--- src/rtl/afc_map.svh ---
`ifndef AFC_MAP_SVH
`define AFC_MAP_SVH
// ----------------------------------------
// register offsets (word index)
// ----------------------------------------
`define AFC_OFS_CTRL0 4'h0
`define AFC_OFS_CTRL1 4'h1
`define AFC_OFS_CTRL2 4'h2
`define AFC_OFS_CTRL3 4'h3
`define AFC_OFS_CTRL5 4'h5
`define AFC_OFS_STATUS 4'h6
`define AFC_RES_BASE_BIT 3
// ----------------------------------------
// field positions
// ----------------------------------------
`define AFC_C0_CH 0
`define AFC_C0_RPT 3
`define AFC_C0_TSRC 4
`define AFC_C0_START 5
`define AFC_C1_RES 0
`define AFC_C1_EXT 1
`define AFC_C1_REFC 3
`define AFC_C2_SH 0
`define AFC_C2_TSEL 1
`define AFC_C2_GRP 3
`define AFC_C3_DMA 0
`define AFC_C3_MSS 1
`define AFC_C5_AEN 0
`define AFC_C5_ASEL 1
`define AFC_C5_AMTD 2
`define AFC_ST_BUSY 0
`define AFC_ST_START 1
// ----------------------------------------
// selector codes
// ----------------------------------------
`define AFC_TS_PIN 2'h0
`define AFC_TS_TB2 2'h1
`define AFC_TS_TA0 2'h2
`define AFC_EXT_NONE 2'h0
`define AFC_EXT_P0 2'h1
`define AFC_EXT_P1 2'h2
`define AFC_EXT_OPA 2'h3
`define AFC_SRC_EXT0 4'h8
`define AFC_SRC_EXT1 4'h9
// ----------------------------------------
// timing in converter clocks, and the top trial bit for each resolution
// ----------------------------------------
`define AFC_SH_CYC8 6'd28
`define AFC_SH_CYC10 6'd33
`define AFC_SAMP_SH 6'd3
`define AFC_SAMP_NSH 6'd2
`define AFC_MSB10 4'd9
`define AFC_MSB8 4'd7
`endif

--- src/rtl/afc_note_unused.sv ---
`timescale 1ns/1ps
`default_nettype none
`default_nettype wire

--- src/rtl/afc_pkg.sv ---
package afc_pkg;
	// converter engine phases
	typedef enum logic [1:0] {S_IDLE, S_SAMP, S_TRIAL, S_WAIT} afc_phase_t;

	typedef struct packed {
		afc_phase_t st;
		logic [5:0] cnt;
		logic [3:0] bidx;
		logic res10;
		logic sh;
		logic [9:0] code;
		logic [9:0] trial;
		logic [9:0] result;
		logic done;
	} afc_sar_t;
endpackage

--- src/rtl/afc_sar_if.sv ---
`timescale 1ns/1ps
`default_nettype none
interface afc_sar_if;
	logic start;
	logic abort;
	logic res10;
	logic sh_en;
	logic cmp;
	logic busy;
	logic sampling;
	logic done;
	logic [9:0] result;
	logic [9:0] trial;
	modport ctl (output start, abort, res10, sh_en, cmp,
		input busy, sampling, done, result, trial);
	modport eng (input start, abort, res10, sh_en, cmp,
		output busy, sampling, done, result, trial);
endinterface
`default_nettype wire

--- src/rtl/afc_top.sv ---
// The address-and-strobe port and the address map were decided locally.
`timescale 1ns/1ps
`default_nettype none
`include "afc_map.svh"
module afc_top #(
	parameter logic [5:0] NSH_CYC8 = 6'd40,
	parameter logic [5:0] NSH_CYC10 = 6'd50
) (
	// clock and reset
	input wire logic sys_clk,
	input wire logic arst_n,
	// register port
	input wire logic [3:0] reg_addr,
	input wire logic [15:0] reg_wdata,
	input wire logic reg_wr,
	input wire logic reg_rd,
	output logic [15:0] reg_rdata,
	// trigger sources
	input wire logic ext_trig_pin,
	input wire logic tmr_b2_req,
	input wire logic tmr_a0_req,
	// analog front end
	input wire logic cmp_in,
	output logic [9:0] dac_code,
	output logic sampling,
	output logic [3:0] conv_src,
	output logic opamp_route,
	output logic [2:0] opamp_src,
	output logic ref_connect,
	output logic assist_pullup,
	output logic assist_pulldown,
	output logic assist_selftest,
	// transfer request
	output logic dma_req
);
	import afc_pkg::*;

	// whole controller state
	typedef struct packed {
		logic [2:0] ch;
		logic rpt;
		logic tsrc;
		logic start;
		logic res10;
		logic [1:0] ext;
		logic refc;
		logic sh;
		logic [1:0] tsel;
		logic [1:0] grp;
		logic dma;
		logic multiport_sweep_enable;
		logic aen;
		logic asel;
		logic amtd;
		logic [7:0][9:0] res;
		logic [15:0] rdata;
		logic ps1;
		logic ps2;
		logic ps3;
		logic [2:0] tgt;
		logic [3:0] src;
		logic opa;
		logic [2:0] opa_ch;
		logic dreq;
		logic pu;
		logic pd;
		logic stt;
	} afc_ctl_t;

	afc_ctl_t s;
	afc_ctl_t next_s;
	afc_sar_if sif ();

	logic wr0;
	logic stop;
	logic sw_go;
	logic hw_hit;
	logic hw_go;
	logic auto_go;
	logic go;
	logic [15:0] rd;

	// ----------------------------------------
	// converter engine
	// ----------------------------------------
	afc_sar_eng #(
		.NSH_CYC8(NSH_CYC8),
		.NSH_CYC10(NSH_CYC10)
	) u_eng (
		.sys_clk(sys_clk),
		.arst_n(arst_n),
		.sif(sif)
	);

	// ----------------------------------------
	// start, trigger and stop decisions
	// ----------------------------------------
	always_comb begin
		wr0 = reg_wr && (reg_addr == `AFC_OFS_CTRL0);
		stop = wr0 && !reg_wdata[`AFC_C0_START] && s.start;
		sw_go = wr0 && reg_wdata[`AFC_C0_START] && !s.start
			&& !reg_wdata[`AFC_C0_TSRC];
		// pin edge is taken from the second and third sync stages
		unique case (s.tsel)
			`AFC_TS_PIN: hw_hit = s.ps3 && !s.ps2;
			`AFC_TS_TB2: hw_hit = tmr_b2_req;
			`AFC_TS_TA0: hw_hit = tmr_a0_req;
			default: hw_hit = 1'b0;
		endcase
		hw_go = s.start && s.tsrc && hw_hit;
		auto_go = sif.done && s.rpt && s.start && !stop;
		// a trigger while busy restarts the engine from sampling
		go = sw_go || hw_go || auto_go;
	end

	// engine command lines
	assign sif.start = go;
	assign sif.abort = stop;
	assign sif.res10 = s.res10;
	assign sif.sh_en = s.sh;
	assign sif.cmp = cmp_in;

	// ----------------------------------------
	// register read mux
	// ----------------------------------------
	always_comb begin
		rd = '0;
		if (reg_addr[`AFC_RES_BASE_BIT]) begin
			rd[9:0] = s.res[reg_addr[2:0]];
		end else begin
			unique case (reg_addr)
				`AFC_OFS_CTRL0: begin
					rd[`AFC_C0_CH +: 3] = s.ch;
					rd[`AFC_C0_RPT] = s.rpt;
					rd[`AFC_C0_TSRC] = s.tsrc;
					rd[`AFC_C0_START] = s.start;
				end
				`AFC_OFS_CTRL1: begin
					rd[`AFC_C1_RES] = s.res10;
					rd[`AFC_C1_EXT +: 2] = s.ext;
					rd[`AFC_C1_REFC] = s.refc;
				end
				`AFC_OFS_CTRL2: begin
					rd[`AFC_C2_SH] = s.sh;
					rd[`AFC_C2_TSEL +: 2] = s.tsel;
					rd[`AFC_C2_GRP +: 2] = s.grp;
				end
				`AFC_OFS_CTRL3: begin
					rd[`AFC_C3_DMA] = s.dma;
					rd[`AFC_C3_MSS] = s.multiport_sweep_enable;
				end
				`AFC_OFS_CTRL5: begin
					rd[`AFC_C5_AEN] = s.aen;
					rd[`AFC_C5_ASEL] = s.asel;
					rd[`AFC_C5_AMTD] = s.amtd;
				end
				`AFC_OFS_STATUS: begin
					rd[`AFC_ST_BUSY] = sif.busy;
					rd[`AFC_ST_START] = s.start;
				end
				default: rd = '0;
			endcase
		end
	end

	// ----------------------------------------
	// next state
	// ----------------------------------------
	always_comb begin
		next_s = s;
		next_s.rdata = reg_rd ? rd : '0;
		next_s.dreq = sif.done && s.dma;
		// pin passes two flops before the edge detector sees it
		next_s.ps1 = ext_trig_pin;
		next_s.ps2 = s.ps1;
		next_s.ps3 = s.ps2;
		// one-shot software conversion drops the start bit when done
		if (sif.done && !s.rpt && !s.tsrc) begin
			next_s.start = 1'b0;
		end
		// register writes; a write in the same clock wins over hardware
		if (reg_wr) begin
			unique case (reg_addr)
				`AFC_OFS_CTRL0: begin
					next_s.ch = reg_wdata[`AFC_C0_CH +: 3];
					next_s.rpt = reg_wdata[`AFC_C0_RPT];
					next_s.tsrc = reg_wdata[`AFC_C0_TSRC];
					next_s.start = reg_wdata[`AFC_C0_START];
				end
				`AFC_OFS_CTRL1: begin
					next_s.res10 = reg_wdata[`AFC_C1_RES];
					next_s.ext = reg_wdata[`AFC_C1_EXT +: 2];
					next_s.refc = reg_wdata[`AFC_C1_REFC];
				end
				`AFC_OFS_CTRL2: begin
					next_s.sh = reg_wdata[`AFC_C2_SH];
					next_s.tsel = reg_wdata[`AFC_C2_TSEL +: 2];
					next_s.grp = reg_wdata[`AFC_C2_GRP +: 2];
				end
				`AFC_OFS_CTRL3: begin
					next_s.dma = reg_wdata[`AFC_C3_DMA];
					next_s.multiport_sweep_enable = reg_wdata[`AFC_C3_MSS];
				end
				`AFC_OFS_CTRL5: begin
					next_s.aen = reg_wdata[`AFC_C5_AEN];
					next_s.asel = reg_wdata[`AFC_C5_ASEL];
					next_s.amtd = reg_wdata[`AFC_C5_AMTD];
				end
				default: begin
				end
			endcase
		end
		// routing latched at launch; the channel may come in the same write as start
		if (go) begin
			next_s.opa = 1'b0;
			next_s.opa_ch = next_s.ch;
			unique case (s.ext)
				`AFC_EXT_NONE: begin
					next_s.src = {1'b0, next_s.ch};
					next_s.tgt = next_s.ch;
				end
				`AFC_EXT_P0: begin
					next_s.src = `AFC_SRC_EXT0;
					next_s.tgt = 3'd0;
				end
				`AFC_EXT_P1: begin
					next_s.src = `AFC_SRC_EXT1;
					next_s.tgt = 3'd1;
				end
				`AFC_EXT_OPA: begin
					next_s.src = `AFC_SRC_EXT1;
					next_s.opa = 1'b1;
					next_s.tgt = next_s.ch;
				end
			endcase
			if (s.dma) begin
				next_s.tgt = 3'd0;
			end
		end
		// whole register loaded at once, upper bits cleared at 8 bits
		if (sif.done) begin
			next_s.res[s.tgt] = s.res10 ? sif.result
				: {2'b00, sif.result[7:0]};
		end
		// assist pull and purpose only while enabled
		next_s.pu = next_s.aen && !next_s.amtd;
		next_s.pd = next_s.aen && next_s.amtd;
		next_s.stt = next_s.aen && next_s.asel;
	end

	always_ff @(posedge sys_clk or negedge arst_n) begin
		if (!arst_n) begin
			s <= '0;
		end else begin
			s <= next_s;
		end
	end

	// ----------------------------------------
	// outputs
	// ----------------------------------------
	assign reg_rdata = s.rdata;
	assign dac_code = sif.trial;
	assign sampling = sif.sampling;
	assign conv_src = s.src;
	assign opamp_route = s.opa;
	assign opamp_src = s.opa_ch;
	assign ref_connect = s.refc;
	assign assist_pullup = s.pu;
	assign assist_pulldown = s.pd;
	assign assist_selftest = s.stt;
	assign dma_req = s.dreq;
endmodule // afc_top
`default_nettype wire

--- src/rtl/afc_sar_eng.sv ---
`timescale 1ns/1ps
`default_nettype none
`include "afc_map.svh"
module afc_sar_eng #(
	parameter logic [5:0] NSH_CYC8 = 6'd40,
	parameter logic [5:0] NSH_CYC10 = 6'd50
) (
	// clock and reset
	input wire logic sys_clk,
	input wire logic arst_n,
	// controller side
	afc_sar_if.eng sif
);
	import afc_pkg::*;

	afc_sar_t s;
	afc_sar_t next_s;
	logic [5:0] total;
	logic [5:0] samp;

	// sampling plus trials must fit inside the shortest conversion
	if (NSH_CYC8 < 6'd11 || NSH_CYC10 < 6'd13) begin : g_chk
		$error("afc_sar_eng: conversion length too short");
	end

	// ----------------------------------------
	// successive approximation sequence
	// ----------------------------------------
	always_comb begin
		next_s = s;
		next_s.done = 1'b0;
		total = s.sh ? (s.res10 ? `AFC_SH_CYC10 : `AFC_SH_CYC8)
			: (s.res10 ? NSH_CYC10 : NSH_CYC8);
		samp = s.sh ? `AFC_SAMP_SH : `AFC_SAMP_NSH;
		if (s.st != S_IDLE) begin
			next_s.cnt = s.cnt + 6'd1;
		end
		unique case (s.st)
			S_IDLE: begin
			end
			S_SAMP: begin
				if (s.cnt == samp - 6'd1) begin
					next_s.st = S_TRIAL;
				end
			end
			S_TRIAL: begin
				if (sif.cmp) begin
					next_s.code[s.bidx] = 1'b1;
				end
				if (s.bidx == 4'd0) begin
					next_s.st = S_WAIT;
				end else begin
					next_s.bidx = s.bidx - 4'd1;
				end
			end
			S_WAIT: begin
				if (s.cnt == total - 6'd1) begin
					next_s.st = S_IDLE;
					next_s.done = 1'b1;
					next_s.result = s.code;
				end
			end
		endcase
		// a new start wins over abort and restarts from zero
		if (sif.start) begin
			next_s.st = S_SAMP;
			next_s.cnt = '0;
			next_s.code = '0;
			next_s.res10 = sif.res10;
			next_s.sh = sif.sh_en;
			next_s.bidx = sif.res10 ? `AFC_MSB10 : `AFC_MSB8;
		end else if (sif.abort) begin
			next_s.st = S_IDLE;
		end
		// trial code held in a flop for the ladder
		next_s.trial = next_s.code;
		if (next_s.st == S_TRIAL) begin
			next_s.trial[next_s.bidx] = 1'b1;
		end
	end

	always_ff @(posedge sys_clk or negedge arst_n) begin
		if (!arst_n) begin
			s <= '0;
		end else begin
			s <= next_s;
		end
	end

	// outputs to the controller
	assign sif.busy = (s.st != S_IDLE);
	assign sif.sampling = (s.st == S_SAMP);
	assign sif.done = s.done;
	assign sif.result = s.result;
	assign sif.trial = s.trial;
endmodule // afc_sar_eng
`default_nettype wire

--- config.mk ---
export PLATFORM = sky130hd
export DESIGN_NAME = afc_top
export DESIGN_NICKNAME = d
export VERILOG_FILES = /design/src/rtl/afc_note_unused.sv /design/src/rtl/afc_pkg.sv /design/src/rtl/afc_sar_if.sv /design/src/rtl/afc_top.sv /design/src/rtl/afc_sar_eng.sv
export VERILOG_INCLUDE_DIRS = /design/src /design/src/rtl
export SDC_FILE = /design/constraint.sdc
export NUM_CORES = 1
export LEC_CHECK = 0
export ABC_CLOCK_PERIOD_IN_PS = 2300
export BUFFER_PORTS_ARGS = -buffer_cell sky130_fd_sc_hd__buf_2
export CELL_PAD_IN_SITES_DETAIL_PLACEMENT = 0
export CELL_PAD_IN_SITES_GLOBAL_PLACEMENT = 1
export CORE_MARGIN = 2
export CORE_UTILIZATION = 48
export DETAILED_ROUTE_END_ITERATION = 10
export PLACE_DENSITY_LB_ADDON = 0.3
export SLEW_MARGIN = 20
export SYNTH_ARGS = -nofsm -noshare
export SYNTH_HDL_FRONTEND = slang
export SYNTH_SLANG_ARGS = --single-unit
--- constraint.sdc ---
create_clock -name sys_clk -period 2.3 [get_ports sys_clk]
set_input_delay 0 -clock sys_clk [delete_from_list [all_inputs] [get_ports sys_clk]]
set_output_delay 0 -clock sys_clk [all_outputs]
set_load 0.05 [all_outputs]
# Word level (Yosys, flattened, before mapping)
# Cells that the tools add are included.
# word_totals
reg_bits	173
output_inout_bits	40
# classes
add_sub_neg	4
muxes	48
n_eq_ne	16
bitwise_logic	2
n_reduce_logical	42
order_cmp	7
# ops
cell	count
$bwmux 80	1
$mux 10	8
$bmux 10 s3	1
$demux 10 s3	1
$pmux 7 s4	1
$mux 6	4
$mux 22	1
$logic_and 1x1->1	21
$mux 20	1
$or 10x10->10	2
$mux 4	4
$eq 2x2->1 const B	6
$eq 6x6->1	2
$mux 2	6
$pmux 2 s6	1
$sub 6x1->6 const B	2
$lt 4x5->1 const B	2
$mux 5	2
$reduce_and 2->1	5
$demux 1 s4	2
$eq 4x2->1 const B	2
$eq 4x3->1 const B	2
$ge 4x1->1 const B	2
$logic_not 1->1	8
other kinds (16)	32

# Depth between registers and ports, before layout
# logic_depth
depth_word	14
depth_mapped	8
depth_no_buf	7

# Modules after synthesis
# A second synthesis with hierarchy kept.
# unflattened
cells_unflattened	752
hier_area_um2	8460.6
# modules_own_cells
module	cells_each	seq_area_each_um2	instances	area_each_um2
afc_top	529	3203.1	1	6030.8
afc_sar_eng	223	1126.1	1	2429.8

# Worst setup path before layout
# Ideal clock, no wire load.
# synth_timing
path_kind	register -> register
startpoint	register u_eng.s[31] (netlist name)
endpoint	register u_eng.s (netlist bit u_eng.sif.result[1])
synth_period_minus_slack_ns	1.973
slack_ns	0.327
stages_incl_launch_ff	9
required_time_ns	2.175
arrival_ns	1.849
path_cell_list	dfrtp_1 inv_1 ha_1 xor2_1 mux2i_1 nor4_2 nand2_1 buf_2 mux2_2
# synth_between
elab_chain_cells	4
# synth_rtl
item	line	rtl
start, declared	afc_sar_eng.sv:16	afc_sar_t s;
start signal, assigned	afc_sar_eng.sv:86	s <= next_s;
$mux 6	afc_sar_eng.sv:32	total = s.sh ? (s.res10 ? `AFC_SH_CYC10 : `AFC_SH_CYC8)
$sub 6x1->6	afc_sar_eng.sv:57	if (s.cnt == total - 6'd1) begin
$eq 6x6->1	afc_sar_eng.sv:57	
$reduce_and 2->1 (no source line)	--	
# No other way between the ends.
# A chain may end at the register's enable or synchronous reset.

# Worst setup path after layout
# layout_timing
startpoint	register u_eng.s[31] (netlist name)
endpoint	register u_eng.s (netlist bit u_eng.sif.result[5])
# The elaborated chain is that of the path after synthesis.

==> out/summary.json <==
{
  "run_status": {"value": "finished clean"},
  "detail_route.wl_per_cell": {"value": 18.3, "unit": "µm"},
  "timing_worst_setup_path_type": {"value": "reg2reg"},
  "timing.critical_path.from_type": {"value": "flop"},
  "cp_data_arrival_time": {"value": 2.44, "unit": "ns"},
  "grt_start_max_net_pins": {"value": 64},
  "synthFlopType": {"value": "sky130_fd_sc_hd__dfrtp_1"},
  "gp_congestion": {"value": 0.825},
  "initial_utilization": {"value": 49.1, "unit": "%"},
  "post_synth_and_or_nand_nor_area_fraction": {"value": 14.4, "unit": "%"},
  "end_kind": {"value": "flop"},
  "combinational_family_with_the_most_area_after_synthesis": {"value": "multiplexers"},
  "initialDrtViolationCount": {"value": 315},
  "area_delta_synth_final": {"value": 11.5, "unit": "%"},
  "number_of_global_route_vias_before_repair": {"value": 5524},
  "grt.met3_usage": {"value": 5.37, "unit": "%"},
  "grtUsageMet2": {"value": 34.3, "unit": "%"},
  "placeableCoreArea": {"value": 16600, "unit": "µm²"},
  "cts_resized": {"value": 0},
  "fin_skew": {"value": 0.0156, "unit": "ns"},
  "detail_route.drc_violations": {"value": 0},
  "final_util": {"value": 54.8, "unit": "%"},
  "groute.usage.overall": {"value": 21.4, "unit": "%"},
  "clock_tree.htree_level_count": {"value": 4},
  "cts_buffer_depth": {"value": 2},
  "synth-seq-area-share": {"value": 53.1, "unit": "%"},
  "p_leak": {"value": 4.46, "unit": "nW"},
  "complex_gate_fraction_of_the_synthesized_area": {"value": 6.83, "unit": "%"},
  "crit_required": {"value": 2.60, "unit": "ns"},
  "placement.setup.worst_slack": {"value": 0.189, "unit": "ns"},
  "timing.rr.start": {"value": "u_eng.s[31]"},
  "grt_setup_unrepaired": {"value": "false"},
  "num_antenna_cells": {"value": 0},
  "post_synth_mux_area_share": {"value": 16.6, "unit": "%"},
  "groute.layer.met1.usage": {"value": 29.4, "unit": "%"},
  "postLayoutSetupSlackWorst": {"value": 0.163, "unit": "ns"},
  "die_h": {"value": 134, "unit": "µm"},
  "max_clock_freq": {"value": 468, "unit": "MHz"},
  "synth-adder-area-share": {"value": 1.66, "unit": "%"},
  "clock_sinks": {"value": 173},
  "core.rowCount": {"value": 47},
  "tritoncts.num_buffers": {"value": 17},
  "cp_cell_sequence": {"value": "inv_1 -> ha_1 -> xor2_1 -> mux2i_1 -> nor4_2 -> nand2_1 -> buf_4 -> mux2_2"},
  "viasPerCell": {"value": 5.45},
  "final-setup-viol-count": {"value": 0},
  "cap_viol_max_count": {"value": 0},
  "total_power": {"value": 9.21, "unit": "mW"},
  "synth.ff_latch_count": {"value": 173},
  "route.antenna.remaining_nets": {"value": 0},
  "final_design_area_no_fill": {"value": 9090, "unit": "µm²"},
  "wl": {"value": 18.1, "unit": "mm"},
  "number_of_cell_instances_on_the_worst_register_to_register_path": {"value": 8},
  "drt_first_pass_iters": {"value": 6},
  "dp.final_hpwl": {"value": 12.2, "unit": "mm"},
  "timing.hold.worst_path_depth": {"value": 3},
  "clkSlewWorstSetupHoldPaths": {"value": 0.06, "unit": "ns"},
  "slew_violations": {"value": 0},
  "syn-instance-count": {"value": 726},
  "fill_cells": {"value": 1440},
  "ys_async_sr_fraction": {"value": 100, "unit": "%"},
  "port-buffer-count": {"value": 51},
  "grt.busiest_layer": {"value": "met2"},
  "timing.critical_path.from": {"value": "u_eng.s[31]"},
  "cts.root.buffer_cell": {"value": "sky130_fd_sc_hd__clkbuf_16"},
  "layout.area.seq": {"value": 4330, "unit": "µm²"},
  "yosys.area_share.xor_xnor": {"value": 1.07, "unit": "%"},
  "mappedNetlistArea": {"value": 8150, "unit": "µm²"},
  "dr_total_vias": {"value": 5393},
  "grt_pass1_wl": {"value": 29.5, "unit": "mm"},
  "fin_nets": {"value": 795},
  "number_of_distinct_library_cells_after_synthesis": {"value": 69},
  "number_of_primary_i_o_pins": {"value": 68},
  "power_per_cell_area": {"value": 1010, "unit": "nW/µm²"},
  "timing.slew.headroom": {"value": 40.9, "unit": "%"},
  "cts_tree": {"value": "built"},
  "worst-slew-pin-transition": {"value": 0.886, "unit": "ns"},
  "synthesis.area_per_instance": {"value": 11.2, "unit": "µm²"},
  "yosys_warnings": {"value": 0},
  "worstHoldStart": {"value": "reg_wr"},
  "worst_path_max_delay_cell": {"value": "sky130_fd_sc_hd__dfrtp_1"},
  "crit_path_max_incr_delay": {"value": 0.44, "unit": "ns"},
  "ir_drop": {"value": 0.000899, "unit": "V"},
  "share_of_cells_above_drive_strength_1": {"value": 25.1, "unit": "%"},
  "number_of_enable_flip_flop_cells_after_synthesis": {"value": 0},
  "placed_area": {"value": 8440, "unit": "µm²"},
  "dieWidth": {"value": 134, "unit": "µm"},
  "worst-path-max-fanout": {"value": 11},
  "grt_overflow_total": {"value": 0},
  "timing_hold_violations_final": {"value": 0},
  "multiInputGateArea": {"value": 3350, "unit": "µm²"},
  "min_period_over_period": {"value": 92.9, "unit": "%"},
  "timing.hold.worst.class": {"value": "in2reg"},
  "finalWorstPathRequiredPeriod": {"value": 2.14, "unit": "ns"},
  "design.die.area": {"value": 18000, "unit": "µm²"},
  "setup_tns": {"value": 0, "unit": "ns"},
  "antenna_found_initial": {"value": 0},
  "clock_insertion_delay_worst_skew": {"value": 0.43, "unit": "ns"}
}
flip-flops by register name, summed over array words and instances, names as in the netlist, 2 cells and up:
name,count
reg_rdata,10
u_eng.sif.result,10
u_eng.s,24
u_eng.sif.trial,10
opamp_src,3
conv_src,4
next_s,2
s,101
worst paths after layout:
path                                            end  slack (ns)
max in group asynchronous               u_eng.s[26]        1.35
min in group asynchronous              reg_rdata[6]        0.13
worst max register to register  u_eng.sif.result[5]        0.16
worst min register to register           next_s[15]        0.36
worst max-delay path            u_eng.sif.result[5]        0.16
worst min-delay path                         s[128]        0.08
synthesized netlist by cell type, types with 3 or more instances:
master | number | share of area [%]
sky130_fd_sc_hd__nand2_1 | 141 | 6.5
sky130_fd_sc_hd__o22ai_1 | 8 | 0.61
sky130_fd_sc_hd__a31oi_1 | 10 | 0.77
sky130_fd_sc_hd__nand2b_1 | 3 | 0.23
sky130_fd_sc_hd__mux2_2 | 67 | 9.3
sky130_fd_sc_hd__clkbuf_1 | 18 | 0.83
sky130_fd_sc_hd__nor3_1 | 3 | 0.18
sky130_fd_sc_hd__nand4b_1 | 3 | 0.32
sky130_fd_sc_hd__buf_1 | 5 | 0.23
sky130_fd_sc_hd__a21oi_1 | 12 | 0.74
sky130_fd_sc_hd__nor3b_1 | 4 | 0.37
sky130_fd_sc_hd__xnor2_1 | 3 | 0.32
sky130_fd_sc_hd__buf_2 | 10 | 0.61
sky130_fd_sc_hd__mux2i_1 | 14 | 1.7
sky130_fd_sc_hd__dfrtp_1 | 173 | 53
sky130_fd_sc_hd__clkbuf_2 | 8 | 0.49
sky130_fd_sc_hd__nor2_1 | 51 | 2.3
sky130_fd_sc_hd__buf_4 | 33 | 3.0
sky130_fd_sc_hd__ha_1 | 10 | 1.5
sky130_fd_sc_hd__nand3b_1 | 4 | 0.37
sky130_fd_sc_hd__xor2_1 | 7 | 0.75
sky130_fd_sc_hd__and2_1 | 5 | 0.38
sky130_fd_sc_hd__nor2b_1 | 13 | 1.0
sky130_fd_sc_hd__inv_1 | 12 | 0.55
sky130_fd_sc_hd__a211oi_1 | 4 | 0.37
sky130_fd_sc_hd__mux4_2 | 18 | 5.0
sky130_fd_sc_hd__o21ai_0 | 27 | 1.7
sky130_fd_sc_hd__nand3_1 | 12 | 0.74
layer usage:
layer,wire length (µm),vias up,share of wire [%]
met5,0,-,0
met4,151,0,0.84
met3,951,13,5.3
met2,8650,116,48
met1,8330,2738,46
li1,-,2526,-
timing repair:
action / 4_1_cts / 5_1_grt
hold buffers: 11 / 0
endpoints found under the hold margin: 92 / 0
buffers inserted: 0 / 0
endpoints found under the setup margin: 0 / 0
layout make-up:
type,count,share of cell area (%)
timing repair buffer,84,6.05
inverter,12,0.496
clock inverter,6,0.689
clock buffer,25,5.23
multi-input combinational,469,36.9
sequential,173,47.6
tap,220,3.03
layout by cell type, fill, tap and decap left out, types with 2 or more instances in the layout:
master,netlist,final
sky130_fd_sc_hd__inv_1,12,12
sky130_fd_sc_hd__mux4_2,18,18
sky130_fd_sc_hd__nand2_1,141,141
sky130_fd_sc_hd__nor3b_1,4,4
sky130_fd_sc_hd__nand4_1,2,2
sky130_fd_sc_hd__xor2_1,7,7
sky130_fd_sc_hd__nor4_1,2,2
sky130_fd_sc_hd__nor2b_1,13,13
sky130_fd_sc_hd__o22ai_1,8,8
sky130_fd_sc_hd__nor3_1,3,3
sky130_fd_sc_hd__nand3_1,12,12
sky130_fd_sc_hd__a21boi_0,2,2
sky130_fd_sc_hd__dlygate4sd3_1,0,11
sky130_fd_sc_hd__a31oi_1,10,10
sky130_fd_sc_hd__a41oi_1,2,2
sky130_fd_sc_hd__nand3b_1,4,4
sky130_fd_sc_hd__clkbuf_8,0,2
sky130_fd_sc_hd__buf_2,10,50
sky130_fd_sc_hd__a211oi_1,4,4
sky130_fd_sc_hd__dfrtp_1,173,173
sky130_fd_sc_hd__nand2b_1,3,3
sky130_fd_sc_hd__mux2_2,67,67
sky130_fd_sc_hd__clkbuf_16,0,17
sky130_fd_sc_hd__nor2_1,51,51
sky130_fd_sc_hd__ha_1,10,10
sky130_fd_sc_hd__a21oi_1,12,12
sky130_fd_sc_hd__o21ai_0,27,27
sky130_fd_sc_hd__and2_1,5,5
sky130_fd_sc_hd__clkinv_2,0,2
sky130_fd_sc_hd__mux4_1,2,2
sky130_fd_sc_hd__buf_4,33,21
sky130_fd_sc_hd__o2111ai_1,2,2
sky130_fd_sc_hd__clkbuf_1,18,6
sky130_fd_sc_hd__nand4b_1,3,3
sky130_fd_sc_hd__clkinvlp_4,0,3
sky130_fd_sc_hd__xnor2_1,3,3
sky130_fd_sc_hd__conb_1,1,6
sky130_fd_sc_hd__mux2i_1,14,14
worst max-delay path, delay by kind of cell (launching register included):
family,cells,cell delay (ns)
xor gates and xnor gates,1,0.17
adders and majority gates,1,0.22
buffers and inverters,2,0.30
DFF,1,0.44
muxes,2,0.42
and+or+nand+nor,2,0.46
kinds of logic (layout without fill, tap and decap cells):
| family | Yosys count | count (layout) |
|---|---|---|
| muxes | 101 | 101 |
| AOI/OAI and AO/OA | 85 | 85 |
| buffers and inverters | 89 | 127 |
| xor gates and xnor gates | 10 | 10 |
| adders and majority gates | 11 | 11 |
| and+or+nand+nor | 256 | 256 |
| other | 1 | 6 |
| DFF | 173 | 173 |
metrics by stage:
step,cells,hold slack (ns)
2_1_floorplan,731,-0.296
3_3_place_gp,947,0.0266
3_5_place_dp,947,0.0374
4_1_cts,989,0.0552
5_1_grt,989,0.0910
6_report,989,0.0770
where the power goes:
group	internal, mW	leakage (nW)	total [mW]	switching [mW]
logic	0.882	1.89	2.53	1.65
clock network	1.54	0.253	2.64	1.10
registers	3.53	2.32	4.04	0.506
No activity file was read; power rests on OpenSTA's default activity.
